**config.mk**
```make
export PLATFORM = sky130hd
export DESIGN_NAME = tec_timer
export DESIGN_NICKNAME = d
export VERILOG_FILES = /design/src/core/tec_pkg.sv /design/src/core/tec_edge_detect.sv /design/src/core/tec_timer.sv
export VERILOG_INCLUDE_DIRS = /design/src /design/src/core
export SDC_FILE = /design/constraint.sdc
export NUM_CORES = 1
export LEC_CHECK = 0
export BUFFER_PORTS_ARGS = -buffer_cell sky130_fd_sc_hd__buf_2
export CAP_MARGIN = 5
export CORE_MARGIN = 1
export CORE_UTILIZATION = 53
export CTS_CLUSTER_DIAMETER = 80
export DETAILED_ROUTE_END_ITERATION = 10
export PLACE_DENSITY = 0.81
export SYNTH_ARGS = -nofsm -noshare
export SYNTH_HDL_FRONTEND = slang
export SYNTH_SLANG_ARGS = --single-unit
```
**constraint.sdc**
```tcl
create_clock -name pclk -period 7.9 [get_ports pclk]
set_clock_uncertainty 0.05 [all_clocks]
set_input_delay 1.58 -clock pclk [delete_from_list [all_inputs] [get_ports pclk]]
set_output_delay 1.58 -clock pclk [all_outputs]
set_load 0.01 [all_outputs]
```
**src/core/tec_regs.svh**
```systemverilog
// Register map, field positions, reset values and timing counts of the
// 16-bit timer/event counter.
// Assumes byte addresses on an APB bus with 32-bit data.
`ifndef TEC_REGS_SVH
`define TEC_REGS_SVH

// ----------------------------------------------------------------------
// Register byte offsets
// ----------------------------------------------------------------------
`define TEC_OFF_COUNT 8'h00
`define TEC_OFF_FIRST 8'h04
`define TEC_OFF_SECOND 8'h08
`define TEC_OFF_MODE 8'h0c
`define TEC_OFF_CRC 8'h10
`define TEC_OFF_PRM 8'h14
`define TEC_OFF_TOC 8'h18

// ----------------------------------------------------------------------
// Field positions
// ----------------------------------------------------------------------
`define TEC_MODE_OVF_BIT 0
`define TEC_MODE_SEL_LO 2
`define TEC_MODE_SEL_HI 3
`define TEC_CRC_FIRST_ROLE 0
`define TEC_CRC_FIRST_TRIG 1
`define TEC_CRC_SECOND_ROLE 2
`define TEC_PRM_PRIM_LO 0
`define TEC_PRM_PRIM_HI 1
`define TEC_PRM_SEC_LO 2
`define TEC_PRM_SEC_HI 3
`define TEC_PRM_DIV_LO 4
`define TEC_PRM_DIV_HI 5
`define TEC_TOC_ENABLE_BIT 0

// ----------------------------------------------------------------------
// Reset values and counts
// ----------------------------------------------------------------------
`define TEC_RST_COUNT 16'h0000
`define TEC_RST_CAP_CMP 16'h0000
`define TEC_RST_CTRL 8'h00
`define TEC_COUNT_MAX 16'hffff
`define TEC_CAPTURE_MIN_COUNT_CLOCKS 2

`endif

```
**src/core/tec_pkg.sv**
```systemverilog
// Types shared by the timer/event counter files.
// Assumes nothing beyond the register header.
package tec_pkg;

   // -------------------------------------------------------------------
   // Mode select and edge select encodings
   // -------------------------------------------------------------------
   typedef enum logic [1:0] {
      TEC_MODE_STOP,
      TEC_MODE_FREE,
      TEC_MODE_EDGE_CLEAR,
      TEC_MODE_MATCH_CLEAR
   } tec_mode_t;

   typedef enum logic [1:0] {
      TEC_EDGE_FALL,
      TEC_EDGE_RISE,
      TEC_EDGE_NONE,
      TEC_EDGE_BOTH
   } tec_edge_t;

   typedef struct packed {
      logic prev;
      logic seen;
   } tec_edge_state_t;

endpackage : tec_pkg

```
**src/core/tec_edge_detect.sv**
```systemverilog
// Rise and fall detector for one pin input.
// Assumes the pin is already synchronous to pclk.
`timescale 1ns/10ps

module tec_edge_detect (
   input wire logic pclk,
   input wire logic presetn,
   input wire logic pin,
   output logic rise,
   output logic fall
);

   tec_pkg::tec_edge_state_t st;
   tec_pkg::tec_edge_state_t next_st;

   // ----------------------------------------------------------------
   // Edge logic
   // ----------------------------------------------------------------
   always_comb begin
      next_st = st;
      next_st.prev = pin;
      next_st.seen = 1'b1;
      // No edge is reported before the first real sample after reset
      rise = st.seen && pin && !st.prev;
      fall = st.seen && !pin && st.prev;
   end

   always_ff @(posedge pclk or negedge presetn) begin
      if (!presetn) begin
         st <= '0;
      end else begin
         st <= next_st;
      end
   end

endmodule : tec_edge_detect

```
**src/core/tec_timer.sv**
```systemverilog
// 16-bit timer/event counter with two capture/compare registers,
// reached over APB.
// Assumes pin inputs synchronous to pclk and a single clock domain.
//
// The register addresses and the APB register port are this design's own decisions.
`timescale 1ns/10ps
`include "tec_regs.svh"

// What this block does
// Count up on each enabled count tick
// Count read freezes ticks for coherent snapshot
// Counter cleared on reset, stop, edge, match
// Control bit 0 picks first register role
// First compare match raises first interrupt
// Primary edge encoding; drives second capture
// First captures opposite primary edge; both: none
// Secondary edge encoding drives first capture
// Control bit 2 picks second register role
// Second compare match raises second interrupt
// Capture/compare registers written as whole words
// First zero value matches after overflow
// Second zero value matches after overflow
// Lowered compare counts through overflow first
// Software restarts timer after lowering compare
// Shared pin is input or output, not both
// Nonzero mode starts counter, zero stops
// Trigger select: secondary edge or inverted primary
// Capture pulses exceed two count clocks
// Capture loads current count into register
module tec_timer #(
   parameter int COUNT_W = 16,
   parameter int DIV_W = 3
) (
   input wire logic pclk,
   input wire logic presetn,
   input wire logic psel,
   input wire logic penable,
   input wire logic pwrite,
   input wire logic [7:0] paddr,
   input wire logic [31:0] pwdata,
   output logic [31:0] prdata,
   output logic pready,
   output logic pslverr,
   input wire logic timer_pin_in,
   output logic timer_pin_out,
   output logic timer_pin_oe,
   input wire logic secondary_edge_input,
   output logic first_match_irq,
   output logic second_match_irq
);

   // ----------------------------------------------------------------
   // Elaboration checks
   // ----------------------------------------------------------------
   if (COUNT_W != 16) begin : g_bad_width
      $error("tec_timer: COUNT_W must be 16");
   end
   if (DIV_W < 3 || DIV_W > 8) begin : g_bad_div
      $error("tec_timer: DIV_W must lie in 3..8");
   end

   // ----------------------------------------------------------------
   // State
   // ----------------------------------------------------------------
   typedef struct packed {
      logic [15:0] count_value;
      logic [15:0] first_cap_cmp;
      logic [15:0] second_cap_cmp;
      logic [DIV_W-1:0] div;
      logic tick_pend;
      logic ovf;
      logic [1:0] mode_select;
      logic [2:0] cap_cmp_control;
      logic [5:0] prescaler_edge_config;
      logic output_control;
      logic [31:0] prdata;
      logic pready;
      logic pslverr;
      logic irq1;
      logic irq2;
      logic pin_out;
      logic pin_oe;
   } tec_state_t;

   tec_state_t st;
   tec_state_t next_st;

   logic prim_rise;
   logic prim_fall;
   logic sec_rise;
   logic sec_fall;

   tec_edge_detect u_prim (
      .pclk(pclk),
      .presetn(presetn),
      .pin(timer_pin_in),
      .rise(prim_rise),
      .fall(prim_fall)
   );

   tec_edge_detect u_sec (
      .pclk(pclk),
      .presetn(presetn),
      .pin(secondary_edge_input),
      .rise(sec_rise),
      .fall(sec_fall)
   );

   // ----------------------------------------------------------------
   // Helpers
   // ----------------------------------------------------------------
   function automatic logic edge_hit(input logic [1:0] sel,
                                     input logic rise,
                                     input logic fall);
      logic hit;
      hit = 1'b0;
      case (tec_pkg::tec_edge_t'(sel))
         tec_pkg::TEC_EDGE_FALL: hit = fall;
         tec_pkg::TEC_EDGE_RISE: hit = rise;
         tec_pkg::TEC_EDGE_BOTH: hit = rise | fall;
         default: hit = 1'b0;
      endcase
      return hit;
   endfunction : edge_hit

   // Opposite phase of a valid edge; both edges map to no capture
   function automatic logic [1:0] opposite_edge(input logic [1:0] sel);
      logic [1:0] opp;
      opp = tec_pkg::TEC_EDGE_NONE;
      case (tec_pkg::tec_edge_t'(sel))
         tec_pkg::TEC_EDGE_FALL: opp = tec_pkg::TEC_EDGE_RISE;
         tec_pkg::TEC_EDGE_RISE: opp = tec_pkg::TEC_EDGE_FALL;
         default: opp = tec_pkg::TEC_EDGE_NONE;
      endcase
      return opp;
   endfunction : opposite_edge

   function automatic logic mapped(input logic [7:0] addr);
      return addr == `TEC_OFF_COUNT || addr == `TEC_OFF_FIRST ||
         addr == `TEC_OFF_SECOND || addr == `TEC_OFF_MODE ||
         addr == `TEC_OFF_CRC || addr == `TEC_OFF_PRM ||
         addr == `TEC_OFF_TOC;
   endfunction : mapped

   // ----------------------------------------------------------------
   // Next state
   // ----------------------------------------------------------------
   tec_pkg::tec_mode_t mode;
   logic run;
   logic hold;
   logic div_wrap;
   logic tick;
   logic [15:0] inc;
   logic prim_valid;
   logic prim_inverse;
   logic sec_valid;
   logic match1;
   logic match2;
   logic setup;
   logic wr;
   logic [DIV_W-1:0] div_mask;

   always_comb begin
      next_st = st;
      mode = tec_pkg::tec_mode_t'(st.mode_select);
      run = mode != tec_pkg::TEC_MODE_STOP;
      setup = psel && !penable;
      wr = psel && penable && st.pready && pwrite && mapped(paddr);
      // A count read holds off ticks through setup and access
      hold = psel && !pwrite && paddr == `TEC_OFF_COUNT;
      div_mask = DIV_W'((1 << st.prescaler_edge_config[
         `TEC_PRM_DIV_HI:`TEC_PRM_DIV_LO]) - 1);
      next_st.div = st.div + DIV_W'(1);
      div_wrap = (st.div & div_mask) == div_mask;
      // One held tick is deferred in tick_pend; further ticks during the hold are lost
      tick = run && (div_wrap || st.tick_pend) && !hold;
      if (run && div_wrap && hold) begin
         next_st.tick_pend = 1'b1;
      end else if (tick || !run) begin
         next_st.tick_pend = 1'b0;
      end
      inc = st.count_value + 16'h0001;
      // Primary edges only count while the shared pin is an input
      prim_valid = !st.pin_oe && edge_hit(
         st.prescaler_edge_config[`TEC_PRM_PRIM_HI:`TEC_PRM_PRIM_LO],
         prim_rise, prim_fall);
      prim_inverse = !st.pin_oe && edge_hit(opposite_edge(
         st.prescaler_edge_config[`TEC_PRM_PRIM_HI:`TEC_PRM_PRIM_LO]),
         prim_rise, prim_fall);
      sec_valid = edge_hit(
         st.prescaler_edge_config[`TEC_PRM_SEC_HI:`TEC_PRM_SEC_LO],
         sec_rise, sec_fall);
      // Match on the value being entered, so zero fires after wrap
      match1 = tick && !st.cap_cmp_control[`TEC_CRC_FIRST_ROLE] &&
         inc == st.first_cap_cmp;
      match2 = tick && !st.cap_cmp_control[`TEC_CRC_SECOND_ROLE] &&
         inc == st.second_cap_cmp;

      // Bus writes; hardware events below win the same cycle
      if (wr) begin
         case (paddr)
            `TEC_OFF_FIRST: next_st.first_cap_cmp = pwdata[15:0];
            `TEC_OFF_SECOND: next_st.second_cap_cmp = pwdata[15:0];
            `TEC_OFF_MODE: begin
               next_st.mode_select =
                  pwdata[`TEC_MODE_SEL_HI:`TEC_MODE_SEL_LO];
               next_st.ovf = pwdata[`TEC_MODE_OVF_BIT];
            end
            `TEC_OFF_CRC: next_st.cap_cmp_control = pwdata[2:0];
            `TEC_OFF_PRM: next_st.prescaler_edge_config = pwdata[5:0];
            `TEC_OFF_TOC: begin
               next_st.output_control = pwdata[`TEC_TOC_ENABLE_BIT];
            end
            default: ;
         endcase
      end

      // Counter
      if (!run) begin
         next_st.count_value = `TEC_RST_COUNT;
      end else if (mode == tec_pkg::TEC_MODE_EDGE_CLEAR && prim_valid) begin
         next_st.count_value = `TEC_RST_COUNT;
      end else if (tick) begin
         if (mode == tec_pkg::TEC_MODE_MATCH_CLEAR &&
             !st.cap_cmp_control[`TEC_CRC_FIRST_ROLE] &&
             inc == st.first_cap_cmp) begin
            next_st.count_value = `TEC_RST_COUNT;
         end else begin
            next_st.count_value = inc;
         end
         if (st.count_value == `TEC_COUNT_MAX) begin
            next_st.ovf = 1'b1;
         end
      end

      // Captures take the count as it stands
      if (run && st.cap_cmp_control[`TEC_CRC_FIRST_ROLE]) begin
         if (st.cap_cmp_control[`TEC_CRC_FIRST_TRIG] ? prim_inverse
                                                      : sec_valid) begin
            next_st.first_cap_cmp = st.count_value;
         end
      end
      if (run && st.cap_cmp_control[`TEC_CRC_SECOND_ROLE] &&
          prim_valid) begin
         next_st.second_cap_cmp = st.count_value;
      end

      next_st.irq1 = match1;
      next_st.irq2 = match2;

      // Shared pin: driven only while output use is selected
      next_st.pin_oe = st.output_control;
      if (!st.output_control) begin
         next_st.pin_out = 1'b0;
      end else if (match1 || match2) begin
         next_st.pin_out = !st.pin_out;
      end

      // APB answer is prepared in setup, so access never waits
      next_st.pready = 1'b0;
      next_st.pslverr = 1'b0;
      if (setup) begin
         next_st.pready = 1'b1;
         next_st.pslverr = !mapped(paddr);
         next_st.prdata = 32'h0000_0000;
         if (!pwrite) begin
            case (paddr)
               `TEC_OFF_COUNT: next_st.prdata = {16'h0000, st.count_value};
               `TEC_OFF_FIRST: next_st.prdata = {16'h0000, st.first_cap_cmp};
               `TEC_OFF_SECOND: begin
                  next_st.prdata = {16'h0000, st.second_cap_cmp};
               end
               `TEC_OFF_MODE: begin
                  next_st.prdata = {28'h0000000, st.mode_select, 1'b0, st.ovf};
               end
               `TEC_OFF_CRC: next_st.prdata = {29'h0, st.cap_cmp_control};
               `TEC_OFF_PRM: begin
                  next_st.prdata = {26'h0, st.prescaler_edge_config};
               end
               `TEC_OFF_TOC: next_st.prdata = {31'h0, st.output_control};
               default: next_st.prdata = 32'h0000_0000;
            endcase
         end
      end
   end

   // ----------------------------------------------------------------
   // Registers
   // ----------------------------------------------------------------
   always_ff @(posedge pclk or negedge presetn) begin
      if (!presetn) begin
         st <= '0;
         st.count_value <= `TEC_RST_COUNT;
         st.first_cap_cmp <= `TEC_RST_CAP_CMP;
         st.second_cap_cmp <= `TEC_RST_CAP_CMP;
         st.mode_select <= 2'(`TEC_RST_CTRL);
      end else begin
         st <= next_st;
      end
   end

   assign prdata = st.prdata;
   assign pready = st.pready;
   assign pslverr = st.pslverr;
   assign timer_pin_out = st.pin_out;
   assign timer_pin_oe = st.pin_oe;
   assign first_match_irq = st.irq1;
   assign second_match_irq = st.irq2;

endmodule : tec_timer

```
Word level (Yosys, flattened, before mapping) --
Index checks and enable logic that the tools add are counted.
Operators by class: $add $sub $neg 3, equal/unequal tests 20, shift-type cells 1, muxes and demuxes 31, bitwise operators 3, reduce and logical (&&, ||, !) cells 66
Operators by type and width (number):
- 16-bit two-way mux | 10
- 16-bit case mux with 7 select lines | 1
- 16-bit == test | 2
- 32-bit two-way mux | 1
- 1-bit logical AND | 31
- 8-bit by 5-bit == test with 1-bit output (second input constant) | 3
- 16-bit by 1-bit adder with 16-bit output (second input constant) | 1
- 16-bit == test (second input constant) | 1
- 8-bit by 4-bit == test with 1-bit output (second input constant) | 2
- 1-bit logical NOT | 13
- 13-bit two-way mux | 1
- 2-bit == test (second input constant) | 5
- 1-bit two-way mux | 10
- 2-bit AND reduction | 5
- 1-bit logical OR | 9
- 1-bit case mux with 3 select lines | 3
- 8-bit by 3-bit == test with 1-bit output (second input constant) | 1
- 8-bit logical NOT | 1
- 2-bit nonzero test | 4
- 2-bit by 1-bit == test with 1-bit output (second input constant) | 3
- 2-bit logical NOT | 3
- 3-bit two-way mux | 2
- 6-bit two-way mux | 1
- 2-bit case mux with 2 select lines | 1
- 9 further kinds | 10
Word-level totals: flip-flop bits (word level) 90, input bits 47, output and inout port bits 38, word-level logic and storage cells 144

Longest topological paths before layout --
Gate-level depths: netlist of run 1.
word-level depth 13, mapped depth 12, gate-level depth less buffers 9

Cells and area by module --
Synthesis of run 1 repeated with hierarchy kept, for this count alone.
Second synthesis, totals: cell total of the unflattened synthesis 597, area total of the unflattened synthesis 5666.7 µm²
Modules (own cells, without submodules):
- tec_timer | times used 1, cells each 587, area each 5524.0 µm², sequential area each 2177.1 µm²
- tec_edge_detect | times used 2, cells each 5, area each 71.3 µm², sequential area each 50.0 µm²

Least setup slack after synthesis of run 1 --
OpenSTA, ideal clock, no wires.
path kind input-to-reg, from in paddr[7], to reg st[82] (netlist bit), setup time 135 ps, arrival 3598 ps, data required time 7715 ps, slack 4117 ps, cell stages on the path 10, buffers on the path 3, cells stage by stage or2_2 -> nor4_1 -> nor2b_1 -> buf_2 -> and3b_1 -> clkbuf_1 -> nand2_1 -> buf_2 -> mux2i_1 -> o21ai_0
RTL lines:
- from (decl) | RTL line tec_timer.sv:39 | input wire logic [7:0] paddr,
- to (signal assigned) | RTL line tec_timer.sv:298 | st <= next_st;
- to (decl) | RTL line tec_timer.sv:85 | tec_state_t st;

Worst setup path in the final report of run 1 --
from in paddr[7], to reg st[56] (netlist bit)
On the way: word-level cells in the longest chain between the ends 10, elaborated cells between the ends (all ways) 17, classes of those cells 6 x eq/ne; 11 x reduce/logical
RTL lines:
- 8-bit by 3-bit == test with 1-bit output / 8-bit logical NOT (equally long branches)
- 1-bit logical OR (no line) (6 in series)
- 1-bit logical AND | RTL line tec_timer.sv:168 | wr = psel && penable && st.pready && pwrite && mapped(paddr);
- 2-bit nonzero test (no line)
- 2-bit AND reduction (no line) *
Mark *: on every way between the ends. The rest lies on a longest branch, timed or not. A chain may end at the register's enable or synchronous reset.

==> run_results.csv, run 1 <==
group,metric,value,unit
run_status,outcome,"complete, no violations",
clocking,clk_latency,0.38,ns
layout,drive_gt1_frac,0.1634,
setup_path,reg2reg_depth,9,
drt,drc,0,
run,cap_viol_max_count,0,
sta,timing.final.crit_share,0.5621,
worst_hold_path,worstHoldEndpoint,"timer_pin_oe",
clocking,cts_resized,0,
die,placementRows,38,
placed_design,placed_area,6050,sq um
drt,viasPerCell,6.148,
sta,max_slew_margin,0.2027,
worst_hold_path,min_path_cells,0,
power,leakagePower,2.973,nW
clocking,numCtsBuffers,9,
layout,diodes,0,
layout,num-nets-final,717,
power,p_per_area,127.2,nW/um^2
layout,stdcell_area,6227,sq um
drt,top_layer_used,"met4",
setup_path,worstReg2RegStart,"st[91]",
sta,hold_violations,0,
logic_synthesis,synth_top_area_frac,0.3777,
global_routing,grt_pass1_vias,4886,
clocking,cts_buffer_depth,2,
logic_synthesis,synth_edf_count,0,
power,pwr-share-seq,0.584,
drt,wl_met1,6.414,mm
logic_synthesis,netlist_instances,664,
drt,wire_per_inst,18.85,um
drt,drt_iter0_drc,370,
sta,fmax,225.2,MHz
sta,drv_slew,0,
die,die_w,108.1,um
power,vdd_drop_max,0.1208,mV
worst_hold_path,hold_path_class,"register to register",
placed_design,gp_congestion,0.9730,
logic_synthesis,ys_ff_latch,90,
setup_path,critPathMaxFanout,16,
setup_path,reg2reg_to,"st[93]",
logic_synthesis,avgSynthCellArea,8.981,sq um
logic_synthesis,yosysSeqAreaShare,0.3777,
setup_path,start_kind,"input pin",
die,boundaryPins,85,
clocking,cts.sinks,90,
sta,worstMarginPinSlew,1.193,ns
layout,syn2layout_area_growth,4.427,%
die,die-area,11680,sq um
global_routing,grt_antenna_before_repair,0,
drt,dr.pass1.iters,5,
drt,wirelength,15.32,mm
logic_synthesis,synth_largest_area_cell,"dfrtp_1",
power,switching_share,0.2493,
power,p_int,594.5,uW
logic_synthesis,synthTopCellsByArea,"dfrtp_1 38%, mux2i_1 7.9%, nand2_1 5.1%",
layout,fillers,964,
sta,setup_viol,0,
logic_synthesis,ys_types,68,
layout,stdcell_count,813,
global_routing,grt_overflow,0,
power,p_clk_frac,0.368,
worst_hold_path,worstHoldStart,"next_st[0]",
setup_path,cp.required,8.11,ns
drt,dr_wl_met3,919,um
setup_path,critPathCaptureType,"register",
global_routing,grt_pass1_wl,24.86,mm
drt,via_count,4998,
clocking,htreeDepth,3,
layout,fin_util,0.5719,
global_routing,globalRouteTotalUtil,0.2791,
placed_design,dp_hpwl,11.24,mm
clocking,hold_buffers,0,
logic_synthesis,syn-cell-area,5963,sq um
clocking,cts-root-buf,"clkbuf_8",
sta,finalSetupTns,0,ns
drt,wl_met2,7.573,mm
logic_synthesis,yosys_most_used_dff,"dfrtp_1",
die,core_area,10890,sq um
global_routing,grt_max_degree,91,
sta,rsz0062_at_grt,"false",
power,p_switching,197.5,uW
power,power.total,792.0,uW
logic_synthesis,yosysWarnings,0,
setup_path,crit_arrival,4.65,ns
setup_path,r2r_slack,3.71,ns
power,power_frac_comb,0.048,
placed_design,port_buffers,52,
sta,fin_crit,4.441,ns
placed_design,dp_cells,797,
drt,ant_nets,0,
logic_synthesis,async_flop_share,1.000,
die,die_height,108.1,um
clocking,cts_tree,"built",
clocking,post_cts_buffers,0,
clocking,clk_pin_slew,0.09,ns
die,start_util,0.5477,
setup_path,crit_type,"input pin to register",
## synthesized netlist by cell type (3+ instances only)
| library cell | n |
|---|---|
| and3_1 | 4 |
| xor2_1 | 12 |
| buf_4 | 35 |
| or2_2 | 5 |
| a222oi_1 | 4 |
| o211ai_1 | 3 |
| inv_1 | 14 |
| or3_1 | 8 |
| a21o_1 | 4 |
| mux2_2 | 15 |
| nor3b_1 | 8 |
| clkbuf_1 | 29 |
| mux2i_1 | 47 |
| nand4_1 | 13 |
| a31oi_1 | 12 |
| nand3_1 | 23 |
| xnor2_1 | 32 |
| buf_1 | 5 |
| nor2b_1 | 3 |
| nor4_1 | 9 |
| dfrtp_1 | 90 |
| a21oi_1 | 34 |
| nor2_1 | 33 |
| and2_1 | 3 |
| o21ai_0 | 58 |
| nor3_1 | 10 |
| buf_2 | 7 |
| nand2b_1 | 9 |
| nand2_1 | 81 |
## cells by family (layout without fill, tap and decap cells)
| kind of cell | count (synthesis) | count (layout) | share of synthesized area |
|---|---|---|---|
| xor+xnor | 45 | 45 | 0.06735 |
| compound gates | 140 | 140 | 0.1446 |
| mux | 64 | 64 | 0.1148 |
| flops | 90 | 90 | 0.3777 |
| fa+ha+maj | 3 | 3 | 0.005874 |
| other cells | 2 | 17 | 0.001259 |
| buf+inv | 92 | 86 | 0.08393 |
| simple gates | 228 | 228 | 0.2046 |
## worst max-delay path, cell delays in order
cell     delay [ns]
buf_2          0.09
or2_2          0.30
nor4_1         0.46
nor2b_1        0.62
nand3_1        1.02
mux2i_1        0.47
o21ai_0        0.11
## worst max path at each step
stage	startpoint	to	slack, ns	depth (start not counted)
3_5_place_dp	paddr[7]	st[75]	3.13	8
5_1_grt	paddr[7]	st[68]	3.11	7
4_1_cts	paddr[7]	st[75]	3.52	8
3_3_place_gp	paddr[7]	st[75]	3.17	8
6_report	paddr[7]	st[56]	3.46	7
2_1_floorplan	paddr[7]	st[82]	4.12	10
## sequential cells by signal, summed over array words and instances, names as in the netlist
| name | flops |
|---|---|
| u_sec.st | 2 |
| pslverr | 1 |
| timer_pin_oe | 1 |
| u_prim.st | 1 |
| pready | 1 |
| second_match_irq | 1 |
| next_st | 1 |
| st | 62 |
| mode | 2 |
| first_match_irq | 1 |
| prdata | 16 |
| timer_pin_out | 1 |
## power groups by stage
stage / registers (mW) / clock network, mW / logic, mW
detailed placement: 0.472 / 0 / 0.0379
CTS: 0.462 / 0.296 / 0.0379
global placement: 0.471 / 0 / 0.0370
finish: 0.462 / 0.292 / 0.0378
global route: 0.463 / 0.315 / 0.0428
floorplan: 0.472 / 0 / 0.0198
## layer usage
metal  vias to the layer above  GRT usage
li1                       2316          -
met1                      2415     0.3577
met2                       226     0.4672
met3                        41    0.04581
met4                         0     0.1145
met5                         -          0
## final cells by class
cell class | count | area (sq um) | area share
clock inverter | 6 | 40.04 | 0.006430
multi-input combinational | 497 | 3277 | 0.5262
clock buffer | 10 | 137.6 | 0.02210
timing repair buffer | 56 | 292.8 | 0.04702
sequential | 90 | 2252 | 0.3617
tap | 140 | 175.2 | 0.02813
inverter | 14 | 52.55 | 0.008439
## metrics by stage
step                worst slack, ns  hold slack, ns
floorplan                     4.117          0.3540
global placement              3.172          0.4078
detailed placement            3.125          0.4077
CTS                           3.518          0.4271
global route                  3.113          0.4354
finish                        3.459          0.4277
## cells in the final DEF (no fill, tap or decap), drive strengths merged, types with 3 or more instances in the layout
cell type / instances
buf: 56
nand2b: 9
or2: 5
a2111oi: 3
nor3: 10
a21o: 4
clkbuf: 10
nor2: 33
and3: 4
a222oi: 4
mux2i: 47
nand4: 14
inv: 15
a31oi: 13
nor4: 12
xor2: 12
nor2b: 3
o21ai: 58
xnor2: 33
mux2: 15
conb: 17
nand2: 81
a21oi: 34
nand3: 24
nor3b: 8
o211ai: 3
or3: 9
and2: 3
clkinv: 4
dfrtp: 90
Power figures use the tool's default switching activity.
==> inputs of run 2 (changes only) <==
ABC_AREA = 1   (was not set)
CORE_UTILIZATION = 52   (was 53)
PLACE_DENSITY = 0.83   (was 0.81)
clock period = 3.7 ns   (was 7.9 ns; I/O delays follow)
==> run 2 against run 1 <==
Register-to-register slack worse by 2.5 ns. Via count up 6.5%. Sequential power up 110%. Non-clock buffer count up 13. Synthesized cell count up 11%. Global-route usage up 2.1 points. Critical endpoint is now st[100].
==> run_results.csv, run 2 <==
group,metric,value,unit
run_status,outcome,"complete, no violations",
sta,hold_violations,0,
sta,worstMarginPinSlew,0.7616,ns
logic_synthesis,ys_ff_latch,90,
setup_path,crit_type,"register to register",
power,p_int,1.338,mW
layout,fillers,933,
power,power.total,1.774,mW
sta,rsz0062_at_grt,"false",
power,p_clk_frac,0.399,
drt,ant_nets,0,
placed_design,dp_hpwl,11.30,mm
worst_hold_path,hold_path_class,"input pin to async pin",
placed_design,gp_congestion,0.9942,
logic_synthesis,synth_commonest_cells,"202 x nand2_1, 90 x dfrtp_1, 80 x inv_1",
layout,layout_common_cells,"202 x nand2_1, 90 x dfrtp_1, 80 x inv_1",
layout,stdcell_area,5917,sq um
layout,num-nets-final,828,
logic_synthesis,async_flop_share,1.000,
die,core_area,9955,sq um
drt,drc,0,
drt,via_count,5323,
setup_path,cp.required,3.91,ns
logic_synthesis,yosysWarnings,0,
setup_path,start_kind,"register",
clocking,cts_resized,0,
logic_synthesis,yosysSeqAreaShare,0.4156,
layout,largest-register,"st",
clocking,cts_tree,"built",
clocking,cts.sinks,90,
die,die-area,10830,sq um
setup_path,critPathCaptureType,"register",
die,die_w,104.1,um
power,p_switching,435.8,uW
clocking,clk_latency,0.38,ns
power,leakagePower,2.939,nW
logic_synthesis,netlist_instances,737,
placed_design,dp_cells,901,
clocking,numCtsBuffers,9,
logic_synthesis,synth_edf_count,0,
layout,largest_reg_flops,62,
layout,stdcell_count,917,
clocking,post_cts_buffers,0,
drt,viasPerCell,5.805,
power,switching_share,0.2457,
logic_synthesis,syn-cell-area,5419,sq um
global_routing,globalRouteTotalUtil,0.2997,
power,p_per_area,299.7,nW/um^2
global_routing,grt_max_degree,34,
clocking,htreeDepth,3,
drt,wire_per_inst,16.75,um
layout,mostFrequentLayoutCell,"nand2_1",
power,pwr-share-seq,0.557,
global_routing,grt_antenna_before_repair,1,
logic_synthesis,synthTopCellsByArea,"dfrtp_1 42%, nand2_1 14%, nand3_1 6.2%",
logic_synthesis,synth_most_common_cell,"nand2_1",
drt,drt_iter0_drc,512,
run,cap_viol_max_count,0,
layout,syn2layout_area_growth,9.189,%
sta,fmax,396.2,MHz
sta,drv_slew,0,
drt,dr.pass1.iters,6,
setup_path,crit_arrival,2.73,ns
power,vdd_drop_max,0.1343,mV
sta,max_slew_margin,0.4910,
die,boundaryPins,85,
setup_path,critPathMaxFanout,9,
placed_design,port_buffers,52,
logic_synthesis,synth_largest_area_cell,"dfrtp_1",
logic_synthesis,ys_types,37,
logic_synthesis,avgSynthCellArea,7.353,sq um
die,placementRows,36,
logic_synthesis,yosys_most_used_dff,"dfrtp_1",
placed_design,placed_area,5713,sq um
die,start_util,0.5444,
clocking,cts_buffer_depth,2,
clocking,clk_pin_slew,0.10,ns
clocking,cts-root-buf,"clkbuf_8",
global_routing,grt_overflow,0,
layout,drive_gt1_frac,0.1288,
sta,finalSetupTns,0,ns
layout,diodes,0,
sta,timing.final.crit_share,0.6821,
power,power_frac_comb,0.045,
drt,wirelength,15.36,mm
sta,hold_slack,0.2077,ns
die,die_height,104.1,um
setup_path,reg2reg_depth,13,
global_routing,grt_pass1_wl,25.23,mm
clocking,hold_buffers,0,
logic_synthesis,synth_top_area_frac,0.4156,
sta,setup_viol,0,
sta,fin_crit,2.524,ns
global_routing,grt_pass1_vias,5077,
## run 2: cell types whose count changed after synthesis, moves of 18 or more
cell,change
mux2i_1,-47
nand2_1,+121
inv_1,+66
nand3_1,+44
xnor2_1,-32
a21oi_1,-18
## run 2: layout make-up
| type | instances | area (sq um) | share of cell area |
|---|---|---|---|
| clock inverters | 6 | 66.31 | 0.01121 |
| flip-flops and latches | 90 | 2252 | 0.3806 |
| repair buffers | 69 | 390.4 | 0.06598 |
| clock buffers | 10 | 137.6 | 0.02326 |
| well taps | 133 | 166.4 | 0.02812 |
| multi-input cells | 525 | 2589 | 0.4375 |
| inverters | 84 | 315.3 | 0.05329 |
## run 2: cells by family after synthesis
logic type / Yosys count / synth area share
other: 2 / 0.001386
XOR/XNOR: 3 / 0.007389
AND/OR/NAND/NOR: 351 / 0.2833
buffers and inverters: 137 / 0.1182
adder cells (fa/ha/maj): 2 / 0.004617
AO/OA/AOI/OAI: 152 / 0.1695
flip-flops: 90 / 0.4156
## run 2: critical path: stages, from the launching register on
cell and delay [ns]:
dfrtp_1 0.50, ha_1 0.28, nand2_1 0.19, nand2_1 0.12, nand2_1 0.08, nand2_1 0.04
nor2_1 0.16, nand3_1 0.10, nor2_1 0.14, nand3_1 0.10, nor2_2 0.17, nand3_4 0.19
nand2_4 0.19, o21ai_1 0.08
## run 2: path summary, 6_finish.rpt
path / slack [ns] / from / endpoint
max: 1.18 / st[87] / st[100]
min: 0.21 / presetn / st[40]
max reg2reg: 1.18 / st[87] / st[100]
min reg2reg: 0.43 / st[54] / st[54]
max in group asynchronous: 2.63 / presetn / st[63]
min in group pclk: 0.43 / st[54] / st[54]
## run 2: per-stage QoR
stage / utilization / setup WS [ns]
2_1_floorplan: - / 1.432
3_3_place_gp: 0.5739 / 1.055
3_5_place_dp: 0.5739 / 0.9617
4_1_cts: 0.5944 / 1.244
5_1_grt: 0.5944 / 0.9727
6_report: 0.5944 / 1.176
## run 2: per-layer routing
metal | vias to the layer above | global-route usage | share of wire
met3 | 33 | 0.06516 | 0.097
met1 | 2498 | 0.3990 | 0.43
met5 | - | 0 | 0.00085
met4 | 2 | 0.1265 | 0.023
li1 | 2504 | - | -
met2 | 286 | 0.4729 | 0.45
## run 2: power by group through the flow
stage	combinational [mW]	clock, mW	sequential, mW
CTS	0.0800	0.713	0.987
floorplan	0.0407	0	1.01
global route	0.0894	0.755	0.988
global placement	0.0778	0	1.01
finish	0.0793	0.707	0.987
detailed placement	0.0797	0	1.01
==> inputs of run 3 (changes only) <==
CORE_UTILIZATION = 53   (was 52)
PLACE_DENSITY = 0.81   (was 0.83)
clock period = 2.5 ns   (was 3.7 ns; I/O delays follow)
==> run 3 against run 2 <==
Register-to-register slack lost 1.1 ns. Hold slack worse by 0.15 ns. Die area shrank 1.9%. Critical path depth fell by 1. Clock power rose by 64%. Routed wire length rose by 4.5%. Sequential cell count stayed put. Fmax rose by 4.9%. Critical path type unchanged. Largest cell class unchanged.
==> run_results.csv, run 3 (synthesis results as in run 2) <==
group,metric,value,unit
layout,diodes,0,
global_routing,busiest_layer,"met2",
setup_path,start_kind,"register",
setup_path,cp.required,2.72,ns
global_routing,use_met1,0.4391,
layout,largest-register,"st",
run,cap_viol_max_count,0,
die,start_util,0.5519,
sta,max_slew_margin,0.5671,
worst_hold_path,hold_path_class,"input pin to async pin",
die,die-area,10630,sq um
placed_design,dp_hpwl,11.45,mm
global_routing,grt_pass1_vias,5003,
sta,rsz0062_at_grt,"false",
layout,num-nets-final,835,
global_routing,use_met3,0.05763,
clocking,htreeDepth,3,
die,core_area,9819,sq um
sta,fin_crit,2.407,ns
layout,mostFrequentLayoutCell,"nand2_1",
sta,drv_slew,0,
sta,worstMarginPinSlew,0.6486,ns
layout,drive_gt1_frac,0.1391,
setup_path,reg2reg_to,"st[100]",
power,leakagePower,3.005,nW
drt,via_count,5350,
sta,timing.final.crit_share,0.9627,
clocking,clk_pin_slew,0.09,ns
drt,dr.pass1.iters,6,
drt,drt_iter0_drc,594,
clocking,hold_buffers,0,
layout,stdcell_count,924,
clocking,cts-root-buf,"clkbuf_8",
die,die_height,103.1,um
clocking,cts_tree,"built",
die,die_w,103.1,um
drt,wirelength,16.05,mm
global_routing,grt_overflow,0,
die,boundaryPins,85,
drt,drc,0,
setup_path,r2r_slack,0.09,ns
drt,viasPerCell,5.790,
sta,finalSetupTns,0,ns
clocking,clk_latency,0.38,ns
layout,largest_reg_flops,62,
drt,ant_nets,0,
placed_design,port_buffers,52,
layout,layout_common_cells,"202 x nand2_1, 90 x dfrtp_1, 80 x inv_1",
clocking,numCtsBuffers,9,
setup_path,critPathMaxFanout,9,
sta,setup_viol,0,
layout,syn2layout_area_growth,11.18,%
global_routing,grt_pass1_wl,25.44,mm
placed_design,gp_congestion,0.9695,
clocking,cts_buffer_depth,2,
setup_path,crit_arrival,2.62,ns
setup_path,reg2reg_depth,12,
setup_path,crit_type,"register to register",
sta,fmax,415.5,MHz
power,p_per_area,454.6,nW/um^2
global_routing,globalRouteTotalUtil,0.3214,
layout,fin_util,0.6135,
global_routing,grt_antenna_before_repair,0,
die,placementRows,36,
sta,hold_violations,0,
drt,wire_per_inst,17.37,um
global_routing,use_met2,0.5031,
setup_path,critPathCaptureType,"register",
placed_design,dp_cells,906,
setup_path,worstReg2RegStart,"st[87]",
clocking,cts.sinks,90,
power,vdd_drop_max,0.2923,mV
global_routing,grt_max_degree,42,
run_status,outcome,"complete, no violations",
==> run 3: cell types whose count changed in the layout (fill, tap and decap cells not counted), sizes merged <==
cell      before  now
bufinv         1    2
clkbuf        10   12
buf           69   76
clkinvlp       3    0
==> run 3: timing repair <==
item                                    CTS  global route
buffers inserted                          0             2
endpoints found under the setup margin    0            10
resized for setup                         0             4
==> run 3: worst max-delay path, cell delays in order, from the launching register on <==
cell and delay (ns):
dfrtp_1 0.39, buf_4 0.17, nand3_1 0.17, nor2_1 0.30, nand4_1 0.21, nand2_1 0.17, nand2_1 0.06, nand2_1 0.08
nand3_2 0.10, nor2_4 0.16, nand3_4 0.19, nand2_8 0.16, o21ai_1 0.08
==> run 3: area by class of cell <==
type | instances | area, sq um
Fill cell | 900 | 3795
Inverter | 84 | 315.3
Sequential cell | 90 | 2252
Tap cell | 133 | 166.4
Multi-Input combinational cell | 525 | 2606
Clock buffer | 12 | 155.1
Timing Repair Buffer | 76 | 455.4
Clock inverter | 4 | 73.82
==> run 3: power by group <==
part / switching (mW) / internal, mW
clock: 0.537 / 0.619
combinational: 0.0879 / 0.0339
sequential: 0.00219 / 1.46
==> run 3: how the worst max path moves through the flow <==
| stage | startpoint | end | slack, ns | cells after the start |
|---|---|---|---|---|
| final | st[87] | st[100] | 0.09 | 12 |
| after global routing | st[87] | st[102] | 0.008 | 12 |
| after CTS | st[93] | st[100] | 0.14 | 11 |
| after detailed placement | paddr[1] | st[84] | 0.12 | 10 |
| after global placement | paddr[1] | st[84] | 0.21 | 10 |
| after floorplan | paddr[1] | st[61] | 0.47 | 9 |
==> run 3: layer usage <==
metal  vias up  routed length, um
li1       2521                  -
met1      2485               6694
met4         0                477
met3        41               1619
met5         -                  0
met2       303               7260
==> run 3: per-stage QoR <==
step | power [mW] | area (sq um) | worst slack, ns | hold WS [ns]
global route | 2.833 | 6025 | 0.008159 | 0.09475
finish | 2.738 | 6025 | 0.09328 | 0.05965
CTS | 2.741 | 5992 | 0.1428 | 0.09676
detailed placement | 1.612 | 5763 | 0.1207 | 0.4379
global placement | 1.609 | 5763 | 0.2093 | 0.4066
floorplan | 1.551 | 5475 | 0.4718 | 0.1544
